**src/design/gas_pkg.sv**
```systemverilog
// shared constants and types of the genset alarm supervisor
package gas_pkg;

   // clock and protection time base
   localparam int CLK_PERIOD_NS = 25;
   localparam int TICK_NS       = 1000000;
   localparam int TICK_CYCLES   = TICK_NS / CLK_PERIOD_NS;
   localparam logic [9:0] TICKS_PER_SEC = 10'h3E8;

   // register word indices, byte address is four times the index
   localparam logic [3:0] REG_ENGINE_TYPE = 4'h0;
   localparam logic [3:0] REG_OPTIONS     = 4'h1;
   localparam logic [3:0] REG_CUR_USAGE   = 4'h2;
   localparam logic [3:0] REG_COMM_TMO    = 4'h3;
   localparam logic [3:0] REG_MINSPD_THR  = 4'h4;
   localparam logic [3:0] REG_MINSPD_DLY  = 4'h5;
   localparam logic [3:0] REG_DIFF_THR    = 4'h6;
   localparam logic [3:0] REG_DIFF_DLY    = 4'h7;
   localparam logic [3:0] REG_VAR_THR     = 4'h8;
   localparam logic [3:0] REG_VAR_DLY     = 4'h9;
   localparam logic [3:0] REG_CAN_MASK    = 4'hA;
   localparam logic [3:0] REG_CHG_HOLD    = 4'hB;
   localparam logic [3:0] REG_IRQ_STATUS  = 4'hC;
   localparam logic [3:0] REG_IRQ_MASK    = 4'hD;
   localparam logic [3:0] REG_LIVE        = 4'hE;
   localparam int         CFG_N           = 12;

   // configuration reset values, enable mask starts all ones
   localparam logic [CFG_N-1:0][15:0] CFG_RST = {16'h0000, 16'hFFFF,
                                                 160'h0};

   // field positions
   localparam int OPT_MAN_OPEN_BIT = 2;
   localparam int CT4_USAGE_LSB    = 0;
   localparam int TOR_USAGE_LSB    = 4;
   localparam logic [3:0] CT4_USAGE_DIFF = 4'h2;
   localparam logic [3:0] TOR_USAGE_DIFF = 4'h3;

   // enable mask bits of the engine-unit reported conditions
   localparam int CAN_BIT_HIGH_COOLANT_T = 4;
   localparam int CAN_BIT_MAX_COOLANT_T  = 5;
   localparam int CAN_BIT_LOW_COOLANT_L  = 6;
   localparam int CAN_BIT_MIN_COOLANT_L  = 7;
   localparam int CAN_BIT_LOW_BATTERY    = 9;
   localparam int CAN_BIT_MAX_SPEED      = 10;
   localparam int CAN_BIT_CHARGER_FAIL   = 11;
   // conditions of alarm class, all others are warnings
   localparam logic [15:0] CAN_ALARM_CLASS = 16'h00AA;

   // status and live bit positions
   localparam int EV_COMM     = 0;
   localparam int EV_MINSPD   = 1;
   localparam int EV_DIFF     = 2;
   localparam int EV_VAR      = 3;
   localparam int EV_CAN_ALM  = 4;
   localparam int EV_CAN_WRN  = 5;
   localparam int EV_N        = 6;

   typedef enum logic [2:0] {
      ENG_STOPPED, ENG_STOPPING, ENG_STARTING, ENG_IDLE_CYCLE, ENG_RUNNING
   } gas_eng_t;

   typedef enum logic [2:0] {
      MODE_OFF, MODE_MANUAL, MODE_AUTO, MODE_TEST, MODE_REMOTE
   } gas_mode_t;

   // measured quantities
   typedef struct packed {
      logic [15:0] speed;
      logic [15:0] diff_ct4;
      logic [15:0] diff_toroid;
      logic [15:0] var_q;
   } gas_meas_t;

   // plant status
   typedef struct packed {
      gas_eng_t  eng;
      gas_mode_t mode;
      logic      generator_breaker;
      logic      speed_acquired;
      logic      speed_ok;
      logic      current_acquired;
   } gas_plant_t;

endpackage

```
**src/design/gas_alarm_supervisor.sv**
```systemverilog
// genset alarm supervisor: timed protections, engine-unit conditions, regs
//
// Contract
// - engine-unit message timeout raises comm loss, type-gated
// - speed below threshold for delay; zero delay off
// - no speed check stopped/starting/idle, before speed ok
// - manual, breaker open: needs option bit 2
// - speed check only in manual/auto/test/remote
// - differential current above threshold for delay
// - differential source: fourth CT or toroid
// - positive reactive power above threshold for delay
// - engine-unit conditions pass through enable mask
// - charger failure bit 11, held after start
// - maximum speed warning enabled by bit 10
// - high coolant temperature warning, bit 4
// - maximum coolant temperature alarm, bit 5
// - minimum coolant level alarm, bit 7
// - low coolant level warning, bit 6
// - low battery voltage warning, bit 9
//
// Local design decisions: the register offsets and the Avalon-MM interface to the registers.
`timescale 1ns/1ps
`default_nettype none

// condition-held delay timer counting time-base ticks
module gas_delay_timer (
   input  wire logic        i_mclk,
   input  wire logic        i_rstn,
   input  wire logic        i_cond,
   input  wire logic        i_tick,
   input  wire logic [15:0] i_dly,
   output logic             o_trip
);
   typedef struct packed {
      logic [15:0] cnt;
   } gas_tmr_t;

   gas_tmr_t st;
   gas_tmr_t nxt;

   // count while held, restart on any drop
   always_comb begin
      nxt = st;
      if (!i_cond) begin
         nxt.cnt = 16'h0000;
      end else if (i_tick && st.cnt != 16'hFFFF) begin
         nxt.cnt = st.cnt + 16'h0001;
      end
   end

   always_ff @(posedge i_mclk) begin
      if (!i_rstn) begin
         st <= '0;
      end else begin
         st <= nxt;
      end
   end

   // zero delay disables the protection
   assign o_trip = i_cond && (i_dly != 16'h0000) && (st.cnt >= i_dly);
endmodule

module gas_alarm_supervisor #(
   parameter int P_TICK_CYCLES = gas_pkg::TICK_CYCLES
) (
   input  wire logic               i_mclk,
   input  wire logic               i_rstn,
   input  wire logic [5:0]         i_avs_address,
   input  wire logic               i_avs_read,
   input  wire logic               i_avs_write,
   input  wire logic [31:0]        i_avs_writedata,
   input  wire logic [3:0]         i_avs_byteenable,
   output logic      [31:0]        o_avs_readdata,
   output logic                    o_avs_waitrequest,
   input  wire gas_pkg::gas_meas_t i_meas,
   input  wire gas_pkg::gas_plant_t i_plant,
   input  wire logic               i_ecu_msg,
   input  wire logic [15:0]        i_ecu_flags,
   output logic                    o_engine_unit_comm_loss,
   output logic                    o_min_speed_protection,
   output logic                    o_diff_current_protection,
   output logic                    o_export_var_protection,
   output logic      [15:0]        o_can_alarms,
   output logic      [15:0]        o_can_warnings,
   output logic                    o_irq
);
   typedef struct packed {
      logic [gas_pkg::CFG_N-1:0][15:0] cfg;
      logic [gas_pkg::EV_N-1:0]        status;
      logic [gas_pkg::EV_N-1:0]        irq_mask;
      logic [3:0]                      prot;
      logic [15:0]                     can_alarm;
      logic [15:0]                     can_warn;
      logic                            speed_seen;
      logic                            was_starting;
      logic [15:0]                     chg_cnt;
      logic [9:0]                      sec_div;
      logic [15:0]                     ms_div;
      logic                            ack;
      logic [31:0]                     rdata;
      logic                            irq;
   } gas_state_t;

   localparam gas_state_t ST_RST = '{cfg: gas_pkg::CFG_RST, default: '0};
   localparam logic [15:0] TICK_LAST = 16'(P_TICK_CYCLES - 1);

   gas_state_t st;
   gas_state_t nxt;

   logic        tick;
   logic        eng_inactive;
   logic        comm_cond;
   logic        min_cond;
   logic        diff_cond;
   logic        var_cond;
   logic        chg_hold;
   logic [15:0] diff_val;
   logic        diff_sel_ct4;
   logic        diff_sel_tor;
   logic [3:0]  trip;
   logic [15:0] can_gate;
   logic [15:0] can_on;
   logic        req;
   logic        acc;
   logic [3:0]  idx;
   logic [15:0] wmask;
   logic [15:0] wval;

   // millisecond time base from the system clock
   assign tick = (st.ms_div == TICK_LAST);

   // engine not producing: stopped, stopping or starting
   assign eng_inactive = (i_plant.eng == gas_pkg::ENG_STOPPED) ||
                         (i_plant.eng == gas_pkg::ENG_STOPPING) ||
                         (i_plant.eng == gas_pkg::ENG_STARTING);

   // engine-unit silence, only with an engine type configured
   assign comm_cond = (st.cfg[gas_pkg::REG_ENGINE_TYPE] != 16'h0000) &&
                      !i_ecu_msg;

   // minimum speed supervision gates
   assign min_cond = i_plant.speed_acquired &&
                     (i_plant.mode != gas_pkg::MODE_OFF) &&
                     (i_plant.eng == gas_pkg::ENG_RUNNING) &&
                     st.speed_seen &&
                     !((i_plant.mode == gas_pkg::MODE_MANUAL) &&
                       !i_plant.generator_breaker &&
                       !st.cfg[gas_pkg::REG_OPTIONS]
                              [gas_pkg::OPT_MAN_OPEN_BIT]) &&
                     (i_meas.speed <
                      st.cfg[gas_pkg::REG_MINSPD_THR]);

   // differential current source selection
   assign diff_sel_ct4 = (st.cfg[gas_pkg::REG_CUR_USAGE]
                          [gas_pkg::CT4_USAGE_LSB +: 4] ==
                          gas_pkg::CT4_USAGE_DIFF);
   assign diff_sel_tor = (st.cfg[gas_pkg::REG_CUR_USAGE]
                          [gas_pkg::TOR_USAGE_LSB +: 4] ==
                          gas_pkg::TOR_USAGE_DIFF);
   assign diff_val = diff_sel_ct4 ? i_meas.diff_ct4 : i_meas.diff_toroid;
   assign diff_cond = i_plant.current_acquired &&
                      (diff_sel_ct4 || diff_sel_tor) &&
                      (diff_val > st.cfg[gas_pkg::REG_DIFF_THR]);

   // exported reactive power: positive and above threshold
   assign var_cond = i_plant.current_acquired && !eng_inactive &&
                     (i_plant.mode != gas_pkg::MODE_OFF) &&
                     ($signed(i_meas.var_q) > $signed(16'h0000)) &&
                     (i_meas.var_q >
                      st.cfg[gas_pkg::REG_VAR_THR]);

   gas_delay_timer u_comm (
      .i_mclk (i_mclk),
      .i_rstn (i_rstn),
      .i_cond (comm_cond),
      .i_tick (tick),
      .i_dly  (st.cfg[gas_pkg::REG_COMM_TMO]),
      .o_trip (trip[gas_pkg::EV_COMM])
   );

   gas_delay_timer u_minspd (
      .i_mclk (i_mclk),
      .i_rstn (i_rstn),
      .i_cond (min_cond),
      .i_tick (tick),
      .i_dly  (st.cfg[gas_pkg::REG_MINSPD_DLY]),
      .o_trip (trip[gas_pkg::EV_MINSPD])
   );

   gas_delay_timer u_diff (
      .i_mclk (i_mclk),
      .i_rstn (i_rstn),
      .i_cond (diff_cond),
      .i_tick (tick),
      .i_dly  (st.cfg[gas_pkg::REG_DIFF_DLY]),
      .o_trip (trip[gas_pkg::EV_DIFF])
   );

   gas_delay_timer u_var (
      .i_mclk (i_mclk),
      .i_rstn (i_rstn),
      .i_cond (var_cond),
      .i_tick (tick),
      .i_dly  (st.cfg[gas_pkg::REG_VAR_DLY]),
      .o_trip (trip[gas_pkg::EV_VAR])
   );

   // charger failure hold after start
   assign chg_hold = eng_inactive || (st.chg_cnt != 16'h0000);

   // enable mask per reported condition
   always_comb begin
      can_gate = st.cfg[gas_pkg::REG_CAN_MASK];
      if (chg_hold) begin
         can_gate[gas_pkg::CAN_BIT_CHARGER_FAIL] = 1'b0;
      end
   end
   assign can_on = i_ecu_flags & can_gate;

   // bus decode
   assign req   = i_avs_read || i_avs_write;
   assign acc   = req && st.ack;
   assign idx   = i_avs_address[5:2];
   assign wmask = {{8{i_avs_byteenable[1]}}, {8{i_avs_byteenable[0]}}};
   assign wval  = i_avs_writedata[15:0];

   // next state of the whole block
   always_comb begin
      nxt = st;
      nxt.ms_div = tick ? 16'h0000 : st.ms_div + 16'h0001;
      // protection levels and class split
      nxt.prot = trip;
      nxt.can_alarm = can_on & gas_pkg::CAN_ALARM_CLASS;
      nxt.can_warn  = can_on & ~gas_pkg::CAN_ALARM_CLASS;
      // speed judged ok since the last start
      if ((i_plant.eng == gas_pkg::ENG_STOPPED) ||
          (i_plant.eng == gas_pkg::ENG_STARTING)) begin
         nxt.speed_seen = 1'b0;
      end else if ((i_plant.eng == gas_pkg::ENG_RUNNING) &&
                   i_plant.speed_ok) begin
         nxt.speed_seen = 1'b1;
      end
      // seconds of charger hold, loaded when starting ends
      nxt.was_starting = (i_plant.eng == gas_pkg::ENG_STARTING);
      if (st.was_starting && !nxt.was_starting) begin
         nxt.chg_cnt = st.cfg[gas_pkg::REG_CHG_HOLD];
         nxt.sec_div = 10'h000;
      end else if (tick) begin
         if (st.sec_div == gas_pkg::TICKS_PER_SEC - 10'h001) begin
            nxt.sec_div = 10'h000;
            if (st.chg_cnt != 16'h0000) begin
               nxt.chg_cnt = st.chg_cnt - 16'h0001;
            end
         end else begin
            nxt.sec_div = st.sec_div + 10'h001;
         end
      end
      // sticky events on rising protections, set beats clear
      if (acc && i_avs_write && i_avs_address[1:0] == 2'b00 &&
          idx == gas_pkg::REG_IRQ_STATUS) begin
         nxt.status = st.status & ~(wval[gas_pkg::EV_N-1:0] &
                                    wmask[gas_pkg::EV_N-1:0]);
      end
      nxt.status[3:0] = nxt.status[3:0] | (trip & ~st.prot);
      nxt.status[gas_pkg::EV_CAN_ALM] = nxt.status[gas_pkg::EV_CAN_ALM] |
         (|(nxt.can_alarm & ~st.can_alarm));
      nxt.status[gas_pkg::EV_CAN_WRN] = nxt.status[gas_pkg::EV_CAN_WRN] |
         (|(nxt.can_warn & ~st.can_warn));
      // register writes take effect at the accepting edge
      if (acc && i_avs_write && i_avs_address[1:0] == 2'b00) begin
         if (idx < 4'(gas_pkg::CFG_N)) begin
            nxt.cfg[idx] = (st.cfg[idx] & ~wmask) | (wval & wmask);
         end else if (idx == gas_pkg::REG_IRQ_MASK) begin
            nxt.irq_mask = (st.irq_mask & ~wmask[gas_pkg::EV_N-1:0]) |
                           (wval[gas_pkg::EV_N-1:0] &
                            wmask[gas_pkg::EV_N-1:0]);
         end
      end
      // one wait cycle, read data captured in it
      nxt.ack = req && !st.ack;
      if (req && !st.ack) begin
         nxt.rdata = 32'h0000_0000;
         if (i_avs_read && i_avs_address[1:0] == 2'b00) begin
            if (idx < 4'(gas_pkg::CFG_N)) begin
               nxt.rdata[15:0] = st.cfg[idx];
            end else if (idx == gas_pkg::REG_IRQ_STATUS) begin
               nxt.rdata[gas_pkg::EV_N-1:0] = st.status;
            end else if (idx == gas_pkg::REG_IRQ_MASK) begin
               nxt.rdata[gas_pkg::EV_N-1:0] = st.irq_mask;
            end else if (idx == gas_pkg::REG_LIVE) begin
               nxt.rdata[7:0] = {chg_hold, st.speed_seen,
                                 |st.can_warn, |st.can_alarm, st.prot};
            end
         end
      end
      nxt.irq = |(nxt.status & nxt.irq_mask);
   end

   // single state register of the block
   always_ff @(posedge i_mclk) begin
      if (!i_rstn) begin
         st <= ST_RST;
      end else begin
         st <= nxt;
      end
   end

   // outputs straight from flip-flops, except waitrequest decoded from the request
   assign o_engine_unit_comm_loss   = st.prot[gas_pkg::EV_COMM];
   assign o_min_speed_protection    = st.prot[gas_pkg::EV_MINSPD];
   assign o_diff_current_protection = st.prot[gas_pkg::EV_DIFF];
   assign o_export_var_protection   = st.prot[gas_pkg::EV_VAR];
   assign o_can_alarms              = st.can_alarm;
   assign o_can_warnings            = st.can_warn;
   assign o_irq                     = st.irq;
   assign o_avs_readdata            = st.rdata;
   assign o_avs_waitrequest         = req && !st.ack;
endmodule

`default_nettype wire

```
**config.mk**
```make
export PLATFORM = sky130hd
export DESIGN_NAME = gas_alarm_supervisor
export DESIGN_NICKNAME = d
export VERILOG_FILES = /design/src/design/gas_pkg.sv /design/src/design/gas_alarm_supervisor.sv
export SDC_FILE = /design/constraint.sdc
export NUM_CORES = 1
export LEC_CHECK = 0
export BUFFER_PORTS_ARGS = -buffer_cell sky130_fd_sc_hd__buf_4
export CORE_ASPECT_RATIO = 0.7
export CORE_MARGIN = 3
export CORE_UTILIZATION = 60
export CTS_BUF_LIST = sky130_fd_sc_hd__clkbuf_16
export DETAILED_ROUTE_END_ITERATION = 8
export GPL_TIMING_DRIVEN = 0
export MAX_ROUTING_LAYER = met4
export PLACE_DENSITY = 0.81
export SYNTH_ARGS = -nofsm -noshare
export SYNTH_HDL_FRONTEND = slang
export SYNTH_HIERARCHICAL = 1
export SYNTH_SLANG_ARGS = --single-unit
export TNS_END_PERCENT = 50
```
**constraint.sdc**
```tcl
create_clock -name i_mclk -period 5.2 [get_ports i_mclk]
set_input_delay 0.78 -clock i_mclk [delete_from_list [all_inputs] [get_ports i_mclk]]
set_output_delay 0.78 -clock i_mclk [all_outputs]
set_load 0.01 [all_outputs]
```
After elaboration in Yosys (flattened, before gate mapping) --
Cells that the tools add are included.
Operators by class: magnitude comparators 11, equality and inequality tests 15, bitwise operators 22, reduce and logical (&&, ||, !) cells 74, add/subtract/negate cells 7, multiplexer cells 24
Operators by type and width (number):
- $bwmux 192 | 1
- $mux 16 | 6
- $reduce_bool 16->1 | 6
- $add 16x1->16 const B | 5
- $and 16x16->16 | 4
- $bmux 16 s4 | 1
- $demux 16 s4 | 1
- $ge 16x16->1 | 4
- $ne 16x16->1 const B | 4
- $reduce_or 16->1 | 4
- $mux 26 | 2
- $not 16->16 | 3
- $mux 6 | 6
- $logic_and 1x1->1 | 35
- $gt 16x16->1 | 2
- $and 6x6->6 | 4
- $mux 8 | 3
- $and 8x16->16 | 1
- $eq 16x16->1 const B | 1
- $gt 16x1->1 const B | 1
- $lt 16x16->1 | 1
- $or 16x16->16 | 1
- $sub 16x1->16 const B | 1
- $eq 4x4->1 const B | 3
- 29 further kinds | 53
Word-level totals: word-level logic and storage cells 184, output and inout bits 70, register bits 366

Longest topological paths before layout --
Gate-level depths: netlist (run 1).
depth after elaboration 14, gate-level depth with buffers 16

Hierarchy --
Netlist (run 1), hierarchy kept.
By module, submodules not included:
- gas_alarm_supervisor | instances 1, area each 14873.0 µm², sequential area each 5725.5 µm², cells an instance 1684
- gas_delay_timer (u_comm ...) | instances 2, area each 1271.2 µm², sequential area each 320.3 µm², cells an instance 155
- gas_delay_timer (u_minspd ...) | instances 2, area each 1263.7 µm², sequential area each 320.3 µm², cells an instance 157

Worst setup path before layout (run 1) --
OpenSTA, ideal clock, no wires.
kind register to register, from reg st[158] (netlist name), to reg st (netlist bit o_irq), stages on the path, launching flop included 17, path slack 1503 ps, library setup time 125 ps, data arrival time 3572 ps, path buffers 1, clock period less this slack 3697 ps, required time 5075 ps, cell sequence dfxtp_1 -> nor4b_2 -> clkbuf_1 -> mux2_2 -> ha_1 -> a21o_1 -> a21o_1 -> a21oi_1 -> o21ai_0 -> o21ai_0 -> a21oi_1 -> nand2_1 -> o22ai_1 -> nor2b_1 -> a21oi_1 -> nor2_1 -> o41a_1
RTL lines:
- start: declaration | line gas_alarm_supervisor.sv:107 | gas_state_t st;
- start signal: assignment | line gas_alarm_supervisor.sv:304 | st <= nxt;

==> results.yml, run 1 <==
critical_path:
  r2r_cells: 15
  worst-path-max-fanout: 10
  crit_type: "register to register"
  start_kind: "register"
  critPathArrivalTime_ns: 5.25
  worstPathRequired_ns: 5.68
  critPathSlowestCell: "nor4b_2"
  cp-end-kind: "register"
  crit_chain: "nor4b_2 -> clkbuf_1 -> mux2_2 -> ha_1 -> and4_1 -> a221oi_1 -> o21ai_0 -> o21ai_0 -> a21oi_1 -> nand4_1 -> o22ai_1 -> nor2b_1 -> a21oi_1 -> nor2_1 -> o41a_1"
  slowest_delay_ns: 0.97
drt:
  num_vias: 18729
  routedWlPerCell_um: 22.1
  avgViaCountPerCell: 6.28
  drc_errors: 0
  postRouteAntennaNets: 0
  drt_iter0_markers: 2195
  wirelength_mm: 66.0
  drt-pass1-iter-count: 6
flow_run:
  drv_cap: 0
logic_synthesis:
  synth-compound-area-share_pct: 16.2
  ys_ff_latch: 350
  synth-seq-area-share_pct: 35.1
  synthSimpleGateAreaFrac_pct: 21.7
  yosysUniqueCellTypes: 85
  synth_edf_count: 0
  synth_xor_area_share_pct: 1.89
  syn_area_sq_mm: 0.0199
  synthCells: 2308
  ys_warn_count: 6
  synth_top_family_by_area: "simple AND/OR/NAND/NOR gates"
  synth_fa_ha_area_share_pct: 7.47
  yosys.area.top_type_share_pct: 35.1
  ys.flop_type: "dfxtp_1"
  synthArstFlopShare_pct: 0
  syn_avg_cell_area_sq_um: 8.64
  synth_mux_area_share_pct: 9.22
  yosysTopAreaCell: "dfxtp_1"
  yosys-top-cells-area: "dfxtp_1, ha_1, nand2_1"
layout:
  drive_gt1_share_pct: 16.3
  area_growth_pct: 14.6
  multi_input_area_sq_mm: 0.0114
  final_common_cell: "dfxtp_1"
  nFillCells: 2591
  most-common-layout-cells: "dfxtp_1, nand2_1, nor2_1, buf_4, inv_1"
  final_nets: 2785
  register_area_sq_mm: 0.00701
grt:
  grt_pass1_vias: 17429
  antenna_found_initial: 3
  globalRouteMet3Util_pct: 8.22
  grt_overflow_total: 0
  grt_max_degree: 16
  top_usage_layer: "met2"
  grt_use_met1_pct: 51.2
  grt_use_met2_pct: 54.9
  grt_pass1_wl_mm: 99.8
  grt_usage_pct: 37.4
sta:
  finalHoldViolations: 0
  setup_ws_ns: 0.432
  fin_tns_setup_ns: 0
  fin_skew_ns: 0.0137
  period_share_pct: 91.7
  setup_viol: 0
  tightest_slew_ns: 1.12
  slew_headroom_pct: 25.0
  fmax_ghz: 0.210
  rsz0062_at_grt: "false"
  maxSlewViolCount: 0
  period_needed_ns: 4.77
power:
  p_per_area_mw_per_mm2: 250
  ir_worst_vdd_uv: 240
  p_leak_nw: 8.88
die:
  start_util_pct: 61.3
  die_w_um: 224
  die_area_sq_mm: 0.0355
  core_region_area_sq_mm: 0.0326
  rows: 55
  die_h_um: 159
  boundaryPins: 207
min_path:
  hold_path_class: "register to register"
  hold_path_depth: 1
cts:
  path_clk_slew_ns: 0.07
  clockBufferDepth: 3
  cts_hold_buf: 0
  post_cts_buffers: 0
  numCtsBuffers: 35
  clk_latency_ns: 0.54
  cts_sinks: 350
  cts_tree: "done"
  cts-htree-levels: 2
  ctsResizeCount: 0
  root_buffer: "clkbuf_16"
placed_design:
  dpl_worst_slack_ns: 0.432
  dp_hpwl_mm: 51.0
  portBuffers: 152
  place_congestion: 1.04
outcome:
  outcome: "finished clean"
-- logic make-up after synthesis --
group,Yosys count
muxes,108
AOI/OAI and AO/OA,499
and+or+nand+nor,875
adders and majority gates,119
other,1
xor gates and xnor gates,43
DFF,350
buffers and inverters,313
-- final timing paths --
path	startpoint	to	slack, ns
worst max-delay path	st[158]$_SDFFE_PN0P_	o_irq$_SDFF_PN0_	0.43
worst min-delay path	st[34]$_SDFF_PP0_	st[34]$_SDFF_PP0_	0.47
worst max register to register	st[158]$_SDFFE_PN0P_	o_irq$_SDFF_PN0_	0.43
worst min register to register	st[34]$_SDFF_PP0_	st[34]$_SDFF_PP0_	0.47
-- metal layers --
metal	wire length (um)	share of wire [%]
met1	27700	42
met5	0	0
met4	2510	3.8
met3	7850	12
met2	28000	42
-- cell usage after synthesis, types with 19 or more instances --
cell type  number
o21ai_0       127
inv_1         126
a21oi_1        98
o21ai_1        37
and2_1         49
nand2_1       268
nor2_1        231
buf_4          73
dfxtp_1       350
a31oi_1        19
nor3_1         32
mux2_2         24
or3_1          22
mux4_2         33
nand4_1        43
nand3_1        93
mux2i_1        29
clkbuf_1       77
o21a_1         92
nor4_1         37
xnor2_1        26
ha_1          119
-- flip-flops by register name (all words and copies together), names as in the netlist, 4 cells and up --
signal	count
st	234
o_avs_readdata	16
u_comm/st	16
u_diff/st	16
u_minspd/st	16
u_var/st	16
can_gate	15
o_can_warnings	12
o_can_alarms	4
-- report_power, final --
group | total, W | switching [W] | internal (W)
clock | 0.00248 | 0.00112 | 0.00136
combinational | 0.000522 | 0.000305 | 0.000217
sequential | 0.00271 | 0.0000157 | 0.00270
total | 0.00572 | 0.00144 | 0.00428
-- critical path: cells and delay by family (launching register included) --
family	cells	cell delay, ns
AOI/OAI and AO/OA	7	1.55
DFF	1	0.33
muxes	1	0.40
adders and majority gates	1	0.29
buffers and inverters	1	0.47
and+or+nand+nor	5	1.65
-- metrics by stage --
stage	cells	hold WS (ns)	instance area, sq um	total power [W]	utilization, %
after detailed placement	2919	0.458	21800	0.00327	66.8
after global placement	2918	0.437	21700	0.00326	66.8
final	2981	0.468	22800	0.00572	70.2
after global routing	2981	0.498	22800	0.00586	70.2
after CTS	2979	0.472	22800	0.00569	70.2
after floorplan	2339	0.426	20100	0.00306	-
-- layout make-up --
class	instances	share of cell area, %
Clock inverter	24	0.794
Tap cell	427	2.34
Antenna cell	2	0.0219
Multi-Input combinational cell	1676	49.8
Inverter	127	2.09
Sequential cell	350	30.7
Timing Repair Buffer	153	5.06
Buffer	186	5.24
Clock buffer	36	3.94
No activity file was read; power rests on OpenSTA's default activity.
==> run 2: changes to the inputs <==
--- a/config.mk
+++ b/config.mk
@@ -6,14 +6,17 @@
 export NUM_CORES = 1
 export LEC_CHECK = 0
 export BUFFER_PORTS_ARGS = -buffer_cell sky130_fd_sc_hd__buf_4
+export CELL_PAD_IN_SITES_DETAIL_PLACEMENT = 1
+export CELL_PAD_IN_SITES_GLOBAL_PLACEMENT = 1
 export CORE_ASPECT_RATIO = 0.7
 export CORE_MARGIN = 3
-export CORE_UTILIZATION = 60
-export CTS_BUF_LIST = sky130_fd_sc_hd__clkbuf_16
+export CORE_UTILIZATION = 47
+export CTS_BUF_LIST = sky130_fd_sc_hd__clkbuf_4
 export DETAILED_ROUTE_END_ITERATION = 8
 export GPL_TIMING_DRIVEN = 0
 export MAX_ROUTING_LAYER = met4
-export PLACE_DENSITY = 0.81
+export PLACE_DENSITY_LB_ADDON = 0.1
+export SLEW_MARGIN = 5
 export SYNTH_ARGS = -nofsm -noshare
 export SYNTH_HDL_FRONTEND = slang
 export SYNTH_HIERARCHICAL = 1
==> run 2 against run 1 <==
  * Critical path depth stayed put
  * Flip-flop and latch count stayed put
  * Clock skew increased by 0.062 ns
  * Fmax down 0.85%
  * Global-route usage down 2.7 points
  * Clock power fell by 2%
  * Largest cell class unchanged
  * Hold slack got worse by 0.28 ns
  * Power shrank 0.48%
  * Via count rose by 2.3%
  * Setup slack got worse by 0.041 ns
  * Final cell count is 6.9% higher
==> results.yml, run 2 (same netlist as run 1, synthesis figures left out) <==
drt:
  drt_iter0_markers: 1475
  num_vias: 19164
  postRouteAntennaNets: 0
  avgViaCountPerCell: 6.01
  drt-pass1-iter-count: 6
  wirelength_mm: 76.8
  routedWlPerCell_um: 24.1
  drc_errors: 0
min_path:
  hold_path_class: "input port to register"
placed_design:
  place_congestion: 1.10
  dp_hpwl_mm: 59.2
  dpl_worst_slack_ns: 0.162
  dp_cells: 3036
  portBuffers: 152
  placed_cell_area_sq_mm: 0.0219
sta:
  rsz0062_at_grt: "false"
  setup_ws_ns: 0.391
  maxSlewViolCount: 0
  fin_skew_ns: 0.0754
  slew_headroom_pct: 26.7
  period_share_pct: 92.5
  finalHoldViolations: 0
  setup_viol: 0
  fmax_ghz: 0.208
  tightest_slew_ns: 1.10
  fin_tns_setup_ns: 0
  period_needed_ns: 4.81
layout:
  area_growth_pct: 15.4
  instances_no_fill: 3188
  most-common-layout-cells: "dfxtp_1, nand2_1, nor2_1, buf_4, o21ai_0"
  top_register: "st"
  largest_reg_flops: 234
  drive_gt1_share_pct: 18.9
  final_nets: 2841
  final_common_cell: "dfxtp_1"
  nFillCells: 5054
  stdcell_area_sq_mm: 0.0230
critical_path:
  start_kind: "register"
  critPathArrivalTime_ns: 5.53
  worstPathRequired_ns: 5.93
  worst-path-max-fanout: 10
  crit_chain: "nor4b_4 -> clkbuf_1 -> mux2_2 -> ha_1 -> and4_1 -> a221oi_1 -> o21ai_0 -> o21ai_0 -> a21oi_1 -> nand4_1 -> o22ai_1 -> nor2b_1 -> a21oi_1 -> nor2_1 -> o41a_1"
  crit_type: "register to register"
  cp-end-kind: "register"
  critPathSlowestCell: "nor4b_4"
  cpLargestDelayFamily: "compound AO/OA/AOI/OAI gates"
  slowest_delay_ns: 0.70
  crit_buf_inv: 1
power:
  p_leak_nw: 8.99
  p_per_area_mw_per_mm2: 247
  ir_worst_vdd_uv: 172
cts:
  cts-htree-levels: 3
  cts_tree: "done"
  numCtsBuffers: 91
  clockBufferDepth: 3
  cts_sinks: 350
  post_cts_buffers: 0
  clk_latency_ns: 0.84
  path_clk_slew_ns: 0.07
  cts_hold_buf: 0
  root_buffer: "clkbuf_4"
  ctsResizeCount: 0
grt:
  antenna_found_initial: 2
  grt_pass1_vias: 19416
  grt_usage_pct: 34.7
  grt_pass1_wl_mm: 116
  grt_max_degree: 21
  grt_overflow_total: 0
die:
  boundaryPins: 207
  die_w_um: 252
  start_util_pct: 48.1
  die_area_sq_mm: 0.0450
  core_region_area_sq_mm: 0.0414
  die_h_um: 178
  rows: 62
outcome:
  outcome: "finished clean"
flow_run:
  drv_cap: 0
[run 2: changes by cell type in the layout (fill, tap and decap cells not counted), sizes merged]
cell,delta
clkinvlp,-3
clkbuf,+89
inv,-7
clkinv,+10
diode,+1
[run 2: where the power goes]
group          total (W)  internal (W)  switching (W)  leakage (nW)
Sequential       0.00271       0.00270      0.0000162          2.83
Combinational   0.000549      0.000217       0.000331          5.51
Clock            0.00243       0.00121        0.00122         0.654
Total            0.00569       0.00412        0.00157          8.99
[run 2: layout make-up]
type,instances,area (sq um),area share [%]
antenna,3,7.51,0.0326
buffer,186,1200,5.20
clock buffer,125,938,4.08
clock inverter,24,164,0.712
inverter,127,477,2.07
multi-input combinational,1676,11400,49.5
sequential,350,7010,30.4
tap,544,681,2.96
timing repair buffer,153,1150,4.99
[run 2: routing by layer]
layer	vias to the layer above	part of all wire [%]	track usage, %
met5	-	0	-
met4	0	2.7	10.3
met3	160	9.0	6.34
met2	807	44	52.4
met1	9468	44	47.7
li1	8729	-	-
[run 2: final timing paths]
path                                           start                      endpoint  depth (start not counted)  slack, ns
worst max register to register  st[158]$_SDFFE_PN0P_              o_irq$_SDFF_PN0_                         15       0.39
worst min-delay path                  i_ecu_flags[0]  o_can_warnings[0]$_SDFF_PN0_                          3       0.18
worst max-delay path            st[158]$_SDFFE_PN0P_              o_irq$_SDFF_PN0_                         15       0.39
worst min register to register     st[34]$_SDFF_PP0_             st[34]$_SDFF_PP0_                          1       0.47
[run 2: per-stage QoR]
| stage | power (W) | hold WS [ns] | util, % |
|---|---|---|---|
| after detailed placement | 0.00330 | 0.456 | 52.9 |
| after global routing | 0.00590 | 0.155 | 55.6 |
| after global placement | 0.00329 | 0.443 | 52.8 |
| after floorplan | 0.00306 | 0.426 | - |
| after CTS | 0.00571 | 0.121 | 55.5 |
| final | 0.00569 | 0.184 | 55.6 |
[run 2: worst register-to-register path, cell delays in order, from the launching register on]
cell      delay, ns
dfxtp_1        0.36
nor4b_4        0.70
clkbuf_1       0.66
mux2_2         0.42
ha_1           0.29
and4_1         0.20
a221oi_1       0.09
o21ai_0        0.38
o21ai_0        0.13
a21oi_1        0.36
nand4_1        0.14
o22ai_1        0.43
nor2b_1        0.20
a21oi_1        0.07
nor2_1         0.12
o41a_1         0.16
==> run 3: changes to the inputs <==
--- a/config.mk
+++ b/config.mk
@@ -8,10 +8,11 @@
 export BUFFER_PORTS_ARGS = -buffer_cell sky130_fd_sc_hd__buf_4
 export CELL_PAD_IN_SITES_DETAIL_PLACEMENT = 1
 export CELL_PAD_IN_SITES_GLOBAL_PLACEMENT = 1
-export CORE_ASPECT_RATIO = 0.7
+export CORE_ASPECT_RATIO = 1.1
 export CORE_MARGIN = 3
 export CORE_UTILIZATION = 47
 export CTS_BUF_LIST = sky130_fd_sc_hd__clkbuf_4
+export CTS_CLUSTER_DIAMETER = 50
 export DETAILED_ROUTE_END_ITERATION = 8
 export GPL_TIMING_DRIVEN = 0
 export MAX_ROUTING_LAYER = met4
==> run 3 against run 2 <==
  * Sequential share of layout area decreased by 0.15 points
  * Wire length decreased by 3.0%
  * First-iteration DRC count decreased by 3.7%
  * Power increased by 1.6%
  * Critical path depth unchanged
  * Count of clock-buffer cells in the layout increased by 15
  * Final cell count increased by 0.75%
  * Cell area increased by 0.49%
  * Core utilization increased by 0.073 points
  * Clock skew decreased by 0.021 ns
  * Via count about the same
  * Flip-flop and latch count unchanged
==> results.yml, run 3 (same netlist as run 1, synthesis figures left out) <==
critical_path:
  slowest_delay_ns: 0.77
  critPathArrivalTime_ns: 5.54
  crit_type: "register to register"
  worstPathRequired_ns: 5.95
  start_kind: "register"
  critPathSlowestCell: "nor4b_4"
  r2r_cells: 15
  cp-end-kind: "register"
  worst-path-max-fanout: 10
  crit_chain: "nor4b_4 -> clkbuf_1 -> mux2_2 -> ha_1 -> and4_1 -> a221oi_1 -> o21ai_0 -> o21ai_0 -> a21oi_1 -> nand4_1 -> o22ai_1 -> nor2b_1 -> a21oi_1 -> nor2_1 -> o41a_1"
placed_design:
  place_congestion: 0.975
  placed_cell_area_sq_mm: 0.0219
  dp_hpwl_mm: 57.2
  portBuffers: 152
  dp_cells: 3053
power:
  p_total_w: 0.00578
  switching_share_pct: 26.9
  p_per_area_mw_per_mm2: 250
  seqPwrFrac_pct: 46.9
  ir_worst_vdd_uv: 166
  p_leak_nw: 9.05
  p_int_w: 0.00423
  p_sw_w: 0.00156
  power_frac_clock_pct: 43.9
  power_frac_comb_pct: 9.2
sta:
  tightest_slew_ns: 1.03
  finalHoldViolations: 0
  fin_tns_setup_ns: 0
  fin_skew_ns: 0.0547
  slew_headroom_pct: 31.1
  maxSlewViolCount: 0
  setup_viol: 0
  rsz0062_at_grt: "false"
  fmax_ghz: 0.209
  period_share_pct: 92.0
  period_needed_ns: 4.79
layout:
  instances_no_fill: 3212
  final_common_cell: "dfxtp_1"
  area_growth_pct: 16.0
  final_nets: 2845
  drive_gt1_share_pct: 19.4
  most-common-layout-cells: "dfxtp_1, nand2_1, nor2_1, buf_4, clkbuf_4"
  largest_reg_flops: 234
  top_register: "st"
  stdcell_area_sq_mm: 0.0231
cts:
  ctsResizeCount: 0
  clk_latency_ns: 0.84
  post_cts_buffers: 0
  path_clk_slew_ns: 0.07
  cts-htree-levels: 3
  cts_sinks: 350
  clockBufferDepth: 3
  numCtsBuffers: 94
  cts_hold_buf: 0
  cts_tree: "done"
  root_buffer: "clkbuf_4"
grt:
  antenna_found_initial: 1
  grt_overflow_total: 0
  grt_max_degree: 16
  grt_pass1_vias: 19669
  grt_pass1_wl_mm: 114
  grt_usage_pct: 33.4
die:
  die_area_sq_mm: 0.0449
  die_w_um: 202
  core_region_area_sq_mm: 0.0416
  start_util_pct: 48.0
  die_h_um: 222
  rows: 78
  boundaryPins: 207
drt:
  num_vias: 19156
  routedWlPerCell_um: 23.2
  avgViaCountPerCell: 5.96
  postRouteAntennaNets: 0
  drt-pass1-iter-count: 7
  drc_errors: 0
  drt_iter0_markers: 1421
  wirelength_mm: 74.4
flow_run:
  drv_cap: 0
min_path:
  hold_path_depth: 3
  hold_path_class: "input port to register"
outcome:
  outcome: "finished clean"
[run 3: changes by cell type in the layout (fill, tap and decap cells not counted), sizes merged]
cell | previous run | this run
clkbuf | 202 | 217
diode | 3 | 2
inv | 129 | 128
clkinv | 20 | 14
buf | 259 | 260
[run 3: path summary, 6_finish.rpt]
check             slack [ns]                       endpoint                 start
setup / recovery        0.41               o_irq$_SDFF_PN0_  st[160]$_SDFFE_PN0P_
hold / removal          0.21  o_can_warnings[14]$_SDFF_PN0_       i_ecu_flags[14]
setup reg to reg        0.41               o_irq$_SDFF_PN0_  st[160]$_SDFFE_PN0P_
hold reg to reg         0.46              st[34]$_SDFF_PP0_     st[34]$_SDFF_PP0_
[run 3: routing by layer]
metal / global-route usage (%) / vias up / part of all wire [%]
li1: - / 8739 / -
met1: 40.6 / 9378 / 40
met2: 53.3 / 814 / 47
met3: 5.04 / 225 / 7.1
met4: 18.6 / 0 / 6.2
met5: - / - / 0
[run 3: worst max-delay path: cells and delay by family (launching register included)]
family	cells	cell delay [ns]
flops	1	0.36
buf+inv	1	0.52
mux	1	0.42
simple gates	5	1.48
compound gates	7	1.61
fa+ha+maj	1	0.29
[run 3: per-stage QoR]
stage | worst slack, ns | utilization (%) | hold slack [ns]
2_1_floorplan | 1.50 | - | 0.426
5_1_grt | 0.203 | 55.6 | 0.179
3_5_place_dp | 0.0577 | 52.8 | 0.454
4_1_cts | 0.0617 | 55.6 | 0.124
6_report | 0.415 | 55.6 | 0.210
3_3_place_gp | 0.193 | 52.7 | 0.438
[run 3: layout make-up]
cell class / instances / area [sq um]
fill: 5057 / 18400
timing repair buffer: 154 / 1180
clock buffer: 140 / 1050
multi-input combinational: 1676 / 11400
tap: 560 / 701
inverter: 127 / 477
buffer: 186 / 1200
clock inverter: 17 / 120
antenna: 2 / 5.00
sequential: 350 / 7010
[run 3: power groups by stage]
stage / sequential (W) / clock, W / combinational [W]
after floorplan: 0.00277 / 0 / 0.000289
after global placement: 0.00277 / 0 / 0.000508
after detailed placement: 0.00277 / 0 / 0.000519
after CTS: 0.00271 / 0.00258 / 0.000522
after global routing: 0.00271 / 0.00273 / 0.000562
final: 0.00271 / 0.00254 / 0.000531
